===== src/rtl/spfm_pkg.sv =====
/*
  Package for the shared pin function mux: function select codes,
  reset defaults and the packed structs that carry pin and peripheral
  signals. Assumes one system clock and a synchronous active-low reset.
*/
package spfm_pkg;

  // Function select codes, 3 bits per pin
  localparam logic [2:0] SPFM_SEL_GPIO   = 3'h0;  // General-purpose I/O
  localparam logic [2:0] SPFM_SEL_ALT1   = 3'h1;  // First alternate
  localparam logic [2:0] SPFM_SEL_ALT2   = 3'h2;  // Second alternate
  localparam logic [2:0] SPFM_SEL_ALT3   = 3'h3;  // Third alternate
  localparam logic [2:0] SPFM_SEL_ALT4   = 3'h4;  // Fourth alternate
  localparam logic [2:0] SPFM_SEL_ALT5   = 3'h5;  // Fifth alternate
  localparam logic [2:0] SPFM_SEL_ALT6   = 3'h6;  // Sixth alternate

  // Pin indices within the 8-pin group
  localparam int SPFM_PIN_B3  = 0;
  localparam int SPFM_PIN_B4  = 1;
  localparam int SPFM_PIN_TMS = 2;
  localparam int SPFM_PIN_E0  = 3;
  localparam int SPFM_PIN_E1  = 4;
  localparam int SPFM_PIN_E2  = 5;
  localparam int SPFM_PIN_E3  = 6;
  localparam int SPFM_PIN_E4  = 7;
  localparam int SPFM_NPINS   = 8;

  // Reset defaults and TMS pin select codes
  localparam logic [2:0] SPFM_TMS_SEL_TEST = 3'h0;  // Test function on TMS pin
  localparam logic [2:0] SPFM_TMS_SEL_GPIO = 3'h1;  // Port D bit 3
  localparam logic [7:0] SPFM_RST_BITS     = 8'h00;  // Dir, data, drive reset
  localparam logic [7:0] SPFM_PULL_ON      = 8'hff;  // All pull-ups during reset
  localparam logic [2:0] SPFM_CLK_SEL_RST  = 3'h0;  // Clock-out select reset

  // Per-pin pad signals toward the package
  typedef struct packed {
    logic [7:0] out;    // Output level
    logic [7:0] oe;     // Output enable, high when driving
    logic [7:0] pull;   // Pull-up enable
    logic [7:0] drive;  // Drive strength, 1 = high
    logic [7:0] ana;    // Analog switch closed
  } spfm_pad_type;

  // Per-pin software configuration
  typedef struct packed {
    logic [7:0] dir;    // 1 = output for GPIO
    logic [7:0] data;   // GPIO output data
    logic [7:0] drive;  // Drive strength bit
  } spfm_gpio_type;

  // Digital peripheral inputs to the mux
  typedef struct packed {
    logic       spi_master;    // SPI in master mode
    logic       spi_ss_n;      // Slave selected, active low
    logic       spi_mosi;      // MOSI data from SPI
    logic       spi_miso;      // MISO data from SPI
    logic       pulse_width_out_ch5;          // PWM channel 5
    logic       comparator_one_output;      // Comparator 1 output
    logic       cmp2_out;      // Comparator 2 output
    logic       tmr0_out;      // Timer ch0 output
    logic       tmr0_oe;       // Timer ch0 drives
    logic       tmr1_out;      // Timer ch1 output
    logic       tmr1_oe;       // Timer ch1 drives
    logic       sda_low;       // I2C pulls SDA low
    logic [7:0] clk_srcs;      // Candidate clock-out sources
  } spfm_periph_type;

endpackage : spfm_pkg


===== src/rtl/spfm_mux.sv =====
/*
  Shared pin function mux for port B lines 3/4, the test-mode-select
  pin and port E lines 0..4. Assumes the outside pad cell resolves the
  wire from out/oe/pull and the analog switch is closed by ana.
*/
`timescale 1ns/1ps

// Notes on behaviour
// In reset pins are pulled-up inputs
// Each GPIO direction set per pin
// Port B line 3 GPIO default, five alternates
// MOSI drives in master, samples in slave
// MISO inverse; slave unselected releases line
// Port B line 4 GPIO default, six alternates
// Clock-out source from clock select field
// Analog use feeds both converters together
// Test pin defaults to test function
// Test select sampled on test clock rise
// Port E line 0 GPIO only
// Port E line 1 analog to B9, cmp0+
// Port E line 2 analog to B7, cmp0-
// Port E line 3 analog to A10, cmp2-
// Port E line 4 analog to A6, cmp2+
// Per-pin drive strength bit, 1 high
// Software select bits reset to defaults
module spfm_mux
  import spfm_pkg::*;
(
  input  wire logic            clk,
  input  wire logic            resetn,
  input  wire logic [23:0]     func_sel,          // 3-bit select per pin
  input  wire logic            func_sel_we,       // Load func_sel
  input  wire spfm_gpio_type   gpio_cfg,          // Dir/data/drive
  input  wire logic            gpio_cfg_we,       // Load gpio_cfg
  input  wire logic [2:0]      clock_out_source_select, // Clock-out field
  input  wire logic            clock_sel_we,      // Load clock select
  input  wire spfm_periph_type periph,            // Peripheral signals
  input  wire logic [7:0]      pad_in,            // Pin levels
  input  wire logic            test_clk,          // Test clock as a level
  output spfm_pad_type         pad,               // Pad control
  output logic [7:0]           gpio_in,           // Sampled GPIO levels
  output logic                 spi_mosi_in,       // MOSI in slave mode
  output logic                 spi_miso_in,       // MISO in master mode
  output logic                 timer_input_ch3,   // Timer ch3 input
  output logic                 timer_io_ch0,      // Timer ch0 input
  output logic                 timer_io_ch1,      // Timer ch1 input
  output logic                 sda_in,            // I2C data in
  output logic                 sci_rx,            // Serial receive
  output logic                 test_mode_select,  // TMS to TAP
  output logic                 test_step,         // TMS sample strobe
  output logic [7:0]           ana_route,         // Analog routing flags
  output logic [23:0]          func_sel_q         // Current selects
);

  // Analog route bit positions
  localparam int AR_CH3  = 0;  // A3 and B3
  localparam int AR_CH0  = 1;  // A0 and B0
  localparam int AR_B11  = 2;
  localparam int AR_B9   = 3;  // Plus cmp0 +1
  localparam int AR_B7   = 4;  // Plus cmp0 -1
  localparam int AR_A10  = 5;  // Plus cmp2 -1
  localparam int AR_A6   = 6;  // Plus cmp2 +2

  spfm_gpio_type gcfg;          // Stored GPIO config
  logic [2:0]    clk_sel;       // Stored clock-out select
  logic [2:0]    sel [SPFM_NPINS];  // Unpacked select view
  logic          tclk_d;        // Previous test clock level
  spfm_pad_type  next_pad;      // Combinational pad control
  logic [7:0]    next_ana;      // Combinational analog route

  // Slice one pin's select from the flat register
  function automatic logic [2:0] pin_sel(input logic [23:0] s, input int i);
    pin_sel = s[3*i +: 3];
  endfunction : pin_sel

  // Default select word: GPIO everywhere, test on the TMS pin
  function automatic logic [23:0] sel_default();
    logic [23:0] d;
    d = '0;
    for (int i = 0; i < SPFM_NPINS; i++)
    begin
      d[3*i +: 3] = (i == SPFM_PIN_TMS) ? SPFM_TMS_SEL_TEST : SPFM_SEL_GPIO;
    end
    sel_default = d;
  endfunction : sel_default

  // Select register, reset to per-pin default
  always_ff @(posedge clk)
  begin
    if (!resetn)
    begin
      func_sel_q <= sel_default();
    end
    else if (func_sel_we)
    begin
      func_sel_q <= func_sel;
    end
  end

  // GPIO direction, data and drive per pin
  always_ff @(posedge clk)
  begin
    if (!resetn)
    begin
      gcfg <= '{dir: SPFM_RST_BITS, data: SPFM_RST_BITS, drive: SPFM_RST_BITS};
    end
    else if (gpio_cfg_we)
    begin
      gcfg <= gpio_cfg;
    end
  end

  // Clock-out source select field
  always_ff @(posedge clk)
  begin
    if (!resetn)
    begin
      clk_sel <= SPFM_CLK_SEL_RST;
    end
    else if (clock_sel_we)
    begin
      clk_sel <= clock_out_source_select;
    end
  end

  // Unpacked view for readability
  always_comb
  begin
    for (int i = 0; i < SPFM_NPINS; i++)
    begin
      sel[i] = pin_sel(func_sel_q, i);
    end
  end

  // Pad control per pin from its select
  always_comb
  begin
    next_pad       = '0;
    next_ana       = '0;
    next_pad.drive = gcfg.drive;
    next_pad.pull  = '0;
    // GPIO role on every pin except TMS, per-pin direction
    for (int i = 0; i < SPFM_NPINS; i++)
    begin
      if (sel[i] == SPFM_SEL_GPIO && i != SPFM_PIN_TMS)
      begin
        next_pad.oe[i]  = gcfg.dir[i];
        next_pad.out[i] = gcfg.data[i];
      end
    end
    // Port B line 3
    case (sel[SPFM_PIN_B3])
      SPFM_SEL_ALT1:  // SPI MOSI
      begin
        next_pad.oe[SPFM_PIN_B3]  = periph.spi_master;
        next_pad.out[SPFM_PIN_B3] = periph.spi_mosi;
      end
      SPFM_SEL_ALT3: next_ana[AR_CH3] = 1'b1;
      SPFM_SEL_ALT4:  // PWM 5
      begin
        next_pad.oe[SPFM_PIN_B3]  = 1'b1;
        next_pad.out[SPFM_PIN_B3] = periph.pulse_width_out_ch5;
      end
      SPFM_SEL_ALT5:  // Comparator 1 out
      begin
        next_pad.oe[SPFM_PIN_B3]  = 1'b1;
        next_pad.out[SPFM_PIN_B3] = periph.comparator_one_output;
      end
      default: ;  // GPIO or timer ch3 input
    endcase
    // Port B line 4
    case (sel[SPFM_PIN_B4])
      SPFM_SEL_ALT1:  // Timer ch0
      begin
        next_pad.oe[SPFM_PIN_B4]  = periph.tmr0_oe;
        next_pad.out[SPFM_PIN_B4] = periph.tmr0_out;
      end
      SPFM_SEL_ALT2:  // Buffered clock out
      begin
        next_pad.oe[SPFM_PIN_B4]  = 1'b1;
        next_pad.out[SPFM_PIN_B4] = periph.clk_srcs[clk_sel];
      end
      SPFM_SEL_ALT3:  // SPI MISO, released when unselected slave
      begin
        next_pad.oe[SPFM_PIN_B4]  = !periph.spi_master && !periph.spi_ss_n;
        next_pad.out[SPFM_PIN_B4] = periph.spi_miso;
      end
      SPFM_SEL_ALT4:  // I2C data, open drain
      begin
        next_pad.oe[SPFM_PIN_B4]  = periph.sda_low;
        next_pad.out[SPFM_PIN_B4] = 1'b0;
      end
      SPFM_SEL_ALT6: next_ana[AR_CH0] = 1'b1;
      default: ;  // GPIO or serial receive
    endcase
    // Test-mode-select pin
    case (sel[SPFM_PIN_TMS])
      SPFM_TMS_SEL_GPIO:  // Port D line 3
      begin
        next_pad.oe[SPFM_PIN_TMS]  = gcfg.dir[SPFM_PIN_TMS];
        next_pad.out[SPFM_PIN_TMS] = gcfg.data[SPFM_PIN_TMS];
      end
      SPFM_SEL_ALT2: next_ana[AR_B11] = 1'b1;
      SPFM_SEL_ALT3:  // Timer ch1
      begin
        next_pad.oe[SPFM_PIN_TMS]  = periph.tmr1_oe;
        next_pad.out[SPFM_PIN_TMS] = periph.tmr1_out;
      end
      SPFM_SEL_ALT4:  // Comparator output
      begin
        next_pad.oe[SPFM_PIN_TMS]  = 1'b1;
        next_pad.out[SPFM_PIN_TMS] = periph.cmp2_out;
      end
      default: next_pad.pull[SPFM_PIN_TMS] = 1'b1;  // Test input keeps pull-up
    endcase
    // Port E analog alternates; line 0 has none
    if (sel[SPFM_PIN_E1] == SPFM_SEL_ALT1) next_ana[AR_B9]  = 1'b1;
    if (sel[SPFM_PIN_E2] == SPFM_SEL_ALT1) next_ana[AR_B7]  = 1'b1;
    if (sel[SPFM_PIN_E3] == SPFM_SEL_ALT1) next_ana[AR_A10] = 1'b1;
    if (sel[SPFM_PIN_E4] == SPFM_SEL_ALT1) next_ana[AR_A6]  = 1'b1;
    // Analog pins are never driven digitally
    next_pad.ana[SPFM_PIN_B3]  = next_ana[AR_CH3];
    next_pad.ana[SPFM_PIN_B4]  = next_ana[AR_CH0];
    next_pad.ana[SPFM_PIN_TMS] = next_ana[AR_B11];
    next_pad.ana[SPFM_PIN_E1]  = next_ana[AR_B9];
    next_pad.ana[SPFM_PIN_E2]  = next_ana[AR_B7];
    next_pad.ana[SPFM_PIN_E3]  = next_ana[AR_A10];
    next_pad.ana[SPFM_PIN_E4]  = next_ana[AR_A6];
    for (int i = 0; i < SPFM_NPINS; i++)
    begin
      if (next_pad.ana[i])
      begin
        next_pad.oe[i] = 1'b0;
      end
    end
  end

  // Pad register: reset forces pulled-up inputs
  always_ff @(posedge clk)
  begin
    if (!resetn)
    begin
      pad      <= '{out: SPFM_RST_BITS, oe: SPFM_RST_BITS, pull: SPFM_PULL_ON,
                    drive: SPFM_RST_BITS, ana: SPFM_RST_BITS};
      ana_route <= '0;
    end
    else
    begin
      pad       <= next_pad;
      ana_route <= next_ana;
    end
  end

  // Input sampling toward peripherals
  always_ff @(posedge clk)
  begin
    if (!resetn)
    begin
      gpio_in         <= '0;
      spi_mosi_in     <= 1'b0;
      spi_miso_in     <= 1'b0;
      timer_input_ch3 <= 1'b0;
      timer_io_ch0    <= 1'b0;
      timer_io_ch1    <= 1'b0;
      sda_in          <= 1'b1;
      sci_rx          <= 1'b1;
    end
    else
    begin
      gpio_in         <= pad_in;
      spi_mosi_in     <= (sel[SPFM_PIN_B3] == SPFM_SEL_ALT1) && !periph.spi_master
                         && pad_in[SPFM_PIN_B3];
      spi_miso_in     <= (sel[SPFM_PIN_B4] == SPFM_SEL_ALT3) && periph.spi_master
                         && pad_in[SPFM_PIN_B4];
      timer_input_ch3 <= (sel[SPFM_PIN_B3] == SPFM_SEL_ALT2) && pad_in[SPFM_PIN_B3];
      timer_io_ch0    <= (sel[SPFM_PIN_B4] == SPFM_SEL_ALT1) && pad_in[SPFM_PIN_B4];
      timer_io_ch1    <= (sel[SPFM_PIN_TMS] == SPFM_SEL_ALT3) && pad_in[SPFM_PIN_TMS];
      sda_in          <= (sel[SPFM_PIN_B4] != SPFM_SEL_ALT4) || pad_in[SPFM_PIN_B4];
      sci_rx          <= (sel[SPFM_PIN_B4] != SPFM_SEL_ALT5) || pad_in[SPFM_PIN_B4];
    end
  end

  // Test select sampled on test clock rising edge
  always_ff @(posedge clk)
  begin
    if (!resetn)
    begin
      tclk_d           <= test_clk;  // Track the pin so no false edge follows reset
      test_step        <= 1'b0;
      test_mode_select <= 1'b1;
    end
    else
    begin
      tclk_d    <= test_clk;
      test_step <= test_clk && !tclk_d
                   && sel[SPFM_PIN_TMS] == SPFM_TMS_SEL_TEST;
      if (test_clk && !tclk_d && sel[SPFM_PIN_TMS] == SPFM_TMS_SEL_TEST)
      begin
        test_mode_select <= pad_in[SPFM_PIN_TMS];
      end
    end
  end

endmodule : spfm_mux


===== config.mk =====
export PLATFORM = sky130hd
export DESIGN_NAME = spfm_mux
export DESIGN_NICKNAME = d
export VERILOG_FILES = /design/src/rtl/spfm_pkg.sv /design/src/rtl/spfm_mux.sv
export SDC_FILE = /design/constraint.sdc
export NUM_CORES = 1
export LEC_CHECK = 0
export BUFFER_PORTS_ARGS = -buffer_cell sky130_fd_sc_hd__buf_2
export CORE_ASPECT_RATIO = 0.5
export CORE_MARGIN = 2
export CORE_UTILIZATION = 49
export CTS_CLUSTER_SIZE = 40
export DETAILED_ROUTE_END_ITERATION = 12
export PLACE_DENSITY = 0.84
export SLEW_MARGIN = 40
export SYNTH_ARGS = -nofsm -noshare
export SYNTH_HDL_FRONTEND = slang
export SYNTH_SLANG_ARGS = --single-unit
export TNS_END_PERCENT = 20

===== constraint.sdc =====
create_clock -name clk -period 2.6 [get_ports clk]
set_input_delay 0.26 -clock clk [delete_from_list [all_inputs] [get_ports clk]]
set_output_delay 0.26 -clock clk [all_outputs]
set_load 0.03 [all_outputs]

Word-level counts from Yosys, hierarchy flattened
Index checks and enable logic that the tools add are counted.
{"block": "word_totals", "register_bits": 110, "input_bits": 85, "word_cells": 120, "output_inout_bits": 89}
{"block": "classes", "bitwise_logic": 5, "n_reduce_logical": 37, "order_cmp": 1, "muxes": 21, "eq_ne": 20}
{"operator": "$logic_not 3->1", "count": 8}
{"operator": "$mux 24", "count": 1}
{"operator": "$eq 3x1->1 const B", "count": 7}
{"operator": "$eq 3x2->1 const B", "count": 6}
{"operator": "$eq 3x3->1 const B", "count": 5}
{"operator": "$mux 1", "count": 13}
{"operator": "$reduce_or 3->1", "count": 4}
{"operator": "$logic_and 1x1->1", "count": 10}
{"operator": "$reduce_and 2->1", "count": 5}
{"operator": "$pmux 1 s3", "count": 3}
{"operator": "$pmux 1 s4", "count": 2}
{"operator": "$reduce_or 2->1", "count": 4}
{"operator": "$ne 3x3->1 const B", "count": 2}
{"operator": "$not 1->1", "count": 5}
{"operator": "$lt 3x4->1 const B", "count": 1}
{"operator": "$reduce_or 4->1", "count": 1}
{"operator": "$bmux 1 s3", "count": 1}
{"operator": "$logic_not 1->1", "count": 3}
{"operator": "$logic_or 1x1->1", "count": 2}
{"operator": "$pmux 1 s2", "count": 1}

Depth between registers and ports, before layout
{"block": "depth", "depth_word": 4, "depth_mapped": 5, "ltp_nobuf": 4}

Worst setup path after synthesis
No wires, ideal clock.
{"block": "synth_path", "path_kind": "register to register", "from": "register func_sel_q[4]", "to": "register pad[33] (netlist bit)", "slack_ps": 1230, "path_stages_with_launch": 5, "synth_period_minus_slack_ps": 1370, "t_arrival_ps": 1247, "path_buffers": 1, "setup_ps": 123, "path_cell_list": "dfxtp_1 > buf_2 > mux2_2 > a22oi_1 > a21boi_1"}
{"block": "synth_between", "elab_chain_len": 3}
{"item": "from (decl)", "line": "spfm_mux.sv:52", "rtl": "output logic [23:0] func_sel_q"}
{"item": "from (signal assigned)", "line": "spfm_mux.sv:92", "rtl": "func_sel_q <= sel_default();"}
{"item": "from (signal assigned)", "line": "spfm_mux.sv:96", "rtl": "func_sel_q <= func_sel;"}
{"item": "$logic_not 3->1", "line": "spfm_mux.sv:145", "rtl": "if (sel[i] == SPFM_SEL_GPIO && i != SPFM_PIN_TMS)"}
{"item": "$mux 1", "line": "spfm_mux.sv:145"}
{"item": "$pmux 1 s4 (*)", "line": "spfm_mux.sv:172", "rtl": "case (sel[SPFM_PIN_B4])"}
{"item": "to (signal assigned)", "line": "spfm_mux.sv:243", "rtl": "pad <= '{out: SPFM_RST_BITS, oe: SPFM_RST_BITS, pull: SPFM_PULL_ON,"}
{"item": "to (signal assigned)", "line": "spfm_mux.sv:249", "rtl": "pad <= next_pad;"}
{"item": "to (decl)", "line": "spfm_mux.sv:40", "rtl": "output spfm_pad_type pad,"}
Mark *: on every way between the ends. The rest lies on a longest branch, timed or not.
A chain may end at the register's enable or synchronous reset.

Worst setup path in the final report
{"block": "layout_path", "from": "register func_sel_q[4]", "to": "output func_sel_q[4]"}
No word-level cell between the ends.

==> summary.md <==
| Metric | Value |
|---|---|
| Status | completed |
| Die ar. | 0.00803 mm² |
| Worst hold path type | in2reg |
| Routed wire per std cell | 13.6 µm |
| Final max-slew violation count | 0 |
| Post-synthesis instance total | 333 |
| IO Count | 174 |
| First-pass GRT wire length | 12900 µm |
| Bufs and invs on worst path | 1 |
| Share of post-route cells with drive strength above 1 | 39.4% |
| Dpl cell area | 0.00436 mm² |
| Fin Setup TNS | 0 ps |
| Area occupied by multi-input gates | 0.00132 mm² |
| Post-synth cell types | 32 |
| Initial core utilization | 52.1% |
| Max Cap Violations | 0 |
| Top post-synthesis cells by area | dfxtp_1 57%, mux2i_1 15%, nor2_1 6.3% |
| Worst relative slew slack | 49.0% |
| CP Launch Type | flop |
| DR iter-0 viols | 134 |
| Leak | 2.39 nW |
| RSZ-0062 raised after global routing | no |
| Reg2reg start | func_sel_q[4]$_SDFFE_PN0P_ |
| Ys Warns | 0 |
| DR vias | 2798 |
| Min Tclk post-route | 1420 ps |
| Die W | 125 µm |
| CP Max Fanout | 11 |
| Period utilization | 54.4% |
| Core ar. | 0.00686 mm² |
| Clock Tree Root | clkbuf_16 |
| Final Hold Fails | 0 |
| CP max-delay cell | dfxtp_1 |
| Commonest non-fill, non-tap cells in the layout | 171 x buf_2, 102 x dfxtp_1, 60 x nor2_1, 54 x mux2i_1, 29 x and2_1 |
| CTS H-tree depth | 3 |
| CP Launch Point | func_sel_q[4]$_SDFFE_PN0P_ |
| DR vias/cell | 4.79 |
| Fin nets | 572 |
| Gr usage total | 20.5% |
| Placer Congestion | 0.828 |
| CTS resizes | 0 |
| Crit path kind | reg2out |
| Post-CTS Setup Repair Bufs | 0 |
| Worst Setup End Kind | primary output |
| IO buf count | 171 |
| Antenna violations before repair | 0 |
| Seq/Total Area, Yosys | 57.2% |
| Commonest non-fill, non-tap cell in the layout | buf_2 |
| Fmax | 0.707 GHz |
| Peak supply drop | 0.382 mV |
| Slowest Stage Delay on Critical Path | 550 ps |
| Post-Layout Inst Area | 0.00470 mm² |
| Largest net degree at the start of global routing | 41 |
| Hold bufs inserted after CTS | 0 |
| HPWL after DPL | 5840 µm |
| Mapped Avg Cell Area | 10.7 µm² |
| Power Total | 0.00357 W |
| Cell Area, Synth | 0.00357 mm² |
| Final Skew | 5.24 ps |
| Vias in the first global route | 2721 |
| Worst-path clk slew | 60 ps |
| Clock sink count | 102 |
| Pwr Density | 760 mW/mm² |
| Syn-to-layout area delta | 31.6% |
| CTS max path bufs | 2 |
| Area fraction of the dominant cell type after synthesis | 57.2% |
| Detailed Routing Iterations Pass 1 | 4 |
| Grt total ovfl | 0 |
| Drt drc | 0 |
| TritonCTS clock tree | yes |
| N_diodes | 0 |
| FILL cells | 531 |
| Detailed Route WL | 7970 µm |
| FP Rows | 21 |
| Die span in y | 64.4 µm |
| Family with the most delay on the worst path | flip-flops |
| Final Setup Violations | 0 |
| Worst-Margin Slew | 765 ps |
| Post-DRT Antenna Nets | 0 |
| Hold Crit Start | test_clk |
| Dominant cell type by area after synthesis | dfxtp_1 |
| Critical Path RT | 2340 ps |
| CP arrival | 1160 ps |
| Clk_lat worst skew | 330 ps |
| Sequential cell area | 0.00204 mm² |
| Post-synthesis register bit count | 102 |
| CTS Buf Count | 9 |
| Crit-path cells | buf_2 |
where the power goes:
group / total (W) / leakage (nW) / internal (W) / switching [W]
logic: 0.000426 / 1.39 / 0.000170 / 0.000257
clock network: 0.00145 / 0.163 / 0.000901 / 0.000550
registers: 0.00169 / 0.839 / 0.00164 / 0.0000534
cell type report:
type	instances	share of cell area [%]
Clock inverter	4	1.65
Timing Repair Buffer	174	18.7
Sequential cell	102	43.5
Inverter	3	0.240
Multi-Input combinational cell	197	28.0
Clock buffer	12	5.46
Tap cell	92	2.45
cell families after synthesis:
family                    after synthesis  share of synthesized area (%)
DFF                                   102                           57.2
AOI/OAI and AO/OA                      13                           2.45
and+or+nand+nor                       124                           17.3
buffers and inverters                  35                           5.99
xor gates and xnor gates                1                          0.245
muxes                                  57                           16.7
other                                   1                          0.105
flip-flops by register name (all words and copies together), names as in the netlist:
signal / count
gpio_in: 8
spi_miso_in: 1
timer_io_ch1: 1
timer_io_ch0: 1
ana_route: 7
pad: 26
clk_sel: 3
test_step: 1
test_mode_select: 1
timer_input_ch3: 1
sci_rx: 1
tclk_d: 1
sda_in: 1
func_sel_q: 24
spi_mosi_in: 1
gcfg: 24
path summary, 6_finish.rpt:
path | to | slack (ps) | cells past startpoint
max | func_sel_q[4] | 1180 | 1
min | tclk_d$_DFF_P_ | 40 | 1
max reg2reg | pad[33]$_SDFF_PN0_ | 1350 | 3
min reg2reg | pad[38]$_SDFF_PN0_ | 460 | 1
per-layer routing:
metal  wire length, µm  vias to the layer above  share of wire (%)  track usage [%]
li1                  -                     1407                  -                -
met1              3370                     1301                 42             23.1
met2              4150                       79                 52             37.6
met3               354                       11                4.4             5.70
met4                96                        0                1.2             7.44
met5                 0                        -                  0                0
cell usage after synthesis (all sizes together):
cell and count:
a211o 1, and3b 1, nand2 9, o211ai 1, nor3 2, a211oi 1, mux2 1, nor4 6
nand2b 2, a31oi 1, a21boi 1, and3 1, a21oi 2, nor3b 1, mux4 2, nor2b 3
mux2i 54, buf 28, dfxtp 102, xnor2 1, and2 29, nand3 3, clkbuf 4, nand3b 1
a22oi 2, o21ai 4, inv 3, conb 1, nor4b 6, nor2 60
stage by stage:
step / utilization (%) / cells / setup slack [ps] / hold slack [ps]
after global placement: 63.6 / 568 / 1030 / 379
after CTS: 68.5 / 584 / 1190 / 25.6
after detailed placement: 63.6 / 568 / 978 / 375
after global routing: 68.5 / 584 / 1120 / 21.3
final: 68.5 / 584 / 1180 / 38.2
after floorplan: - / 334 / 1230 / 288
No activity file was read; power rests on OpenSTA's default activity.
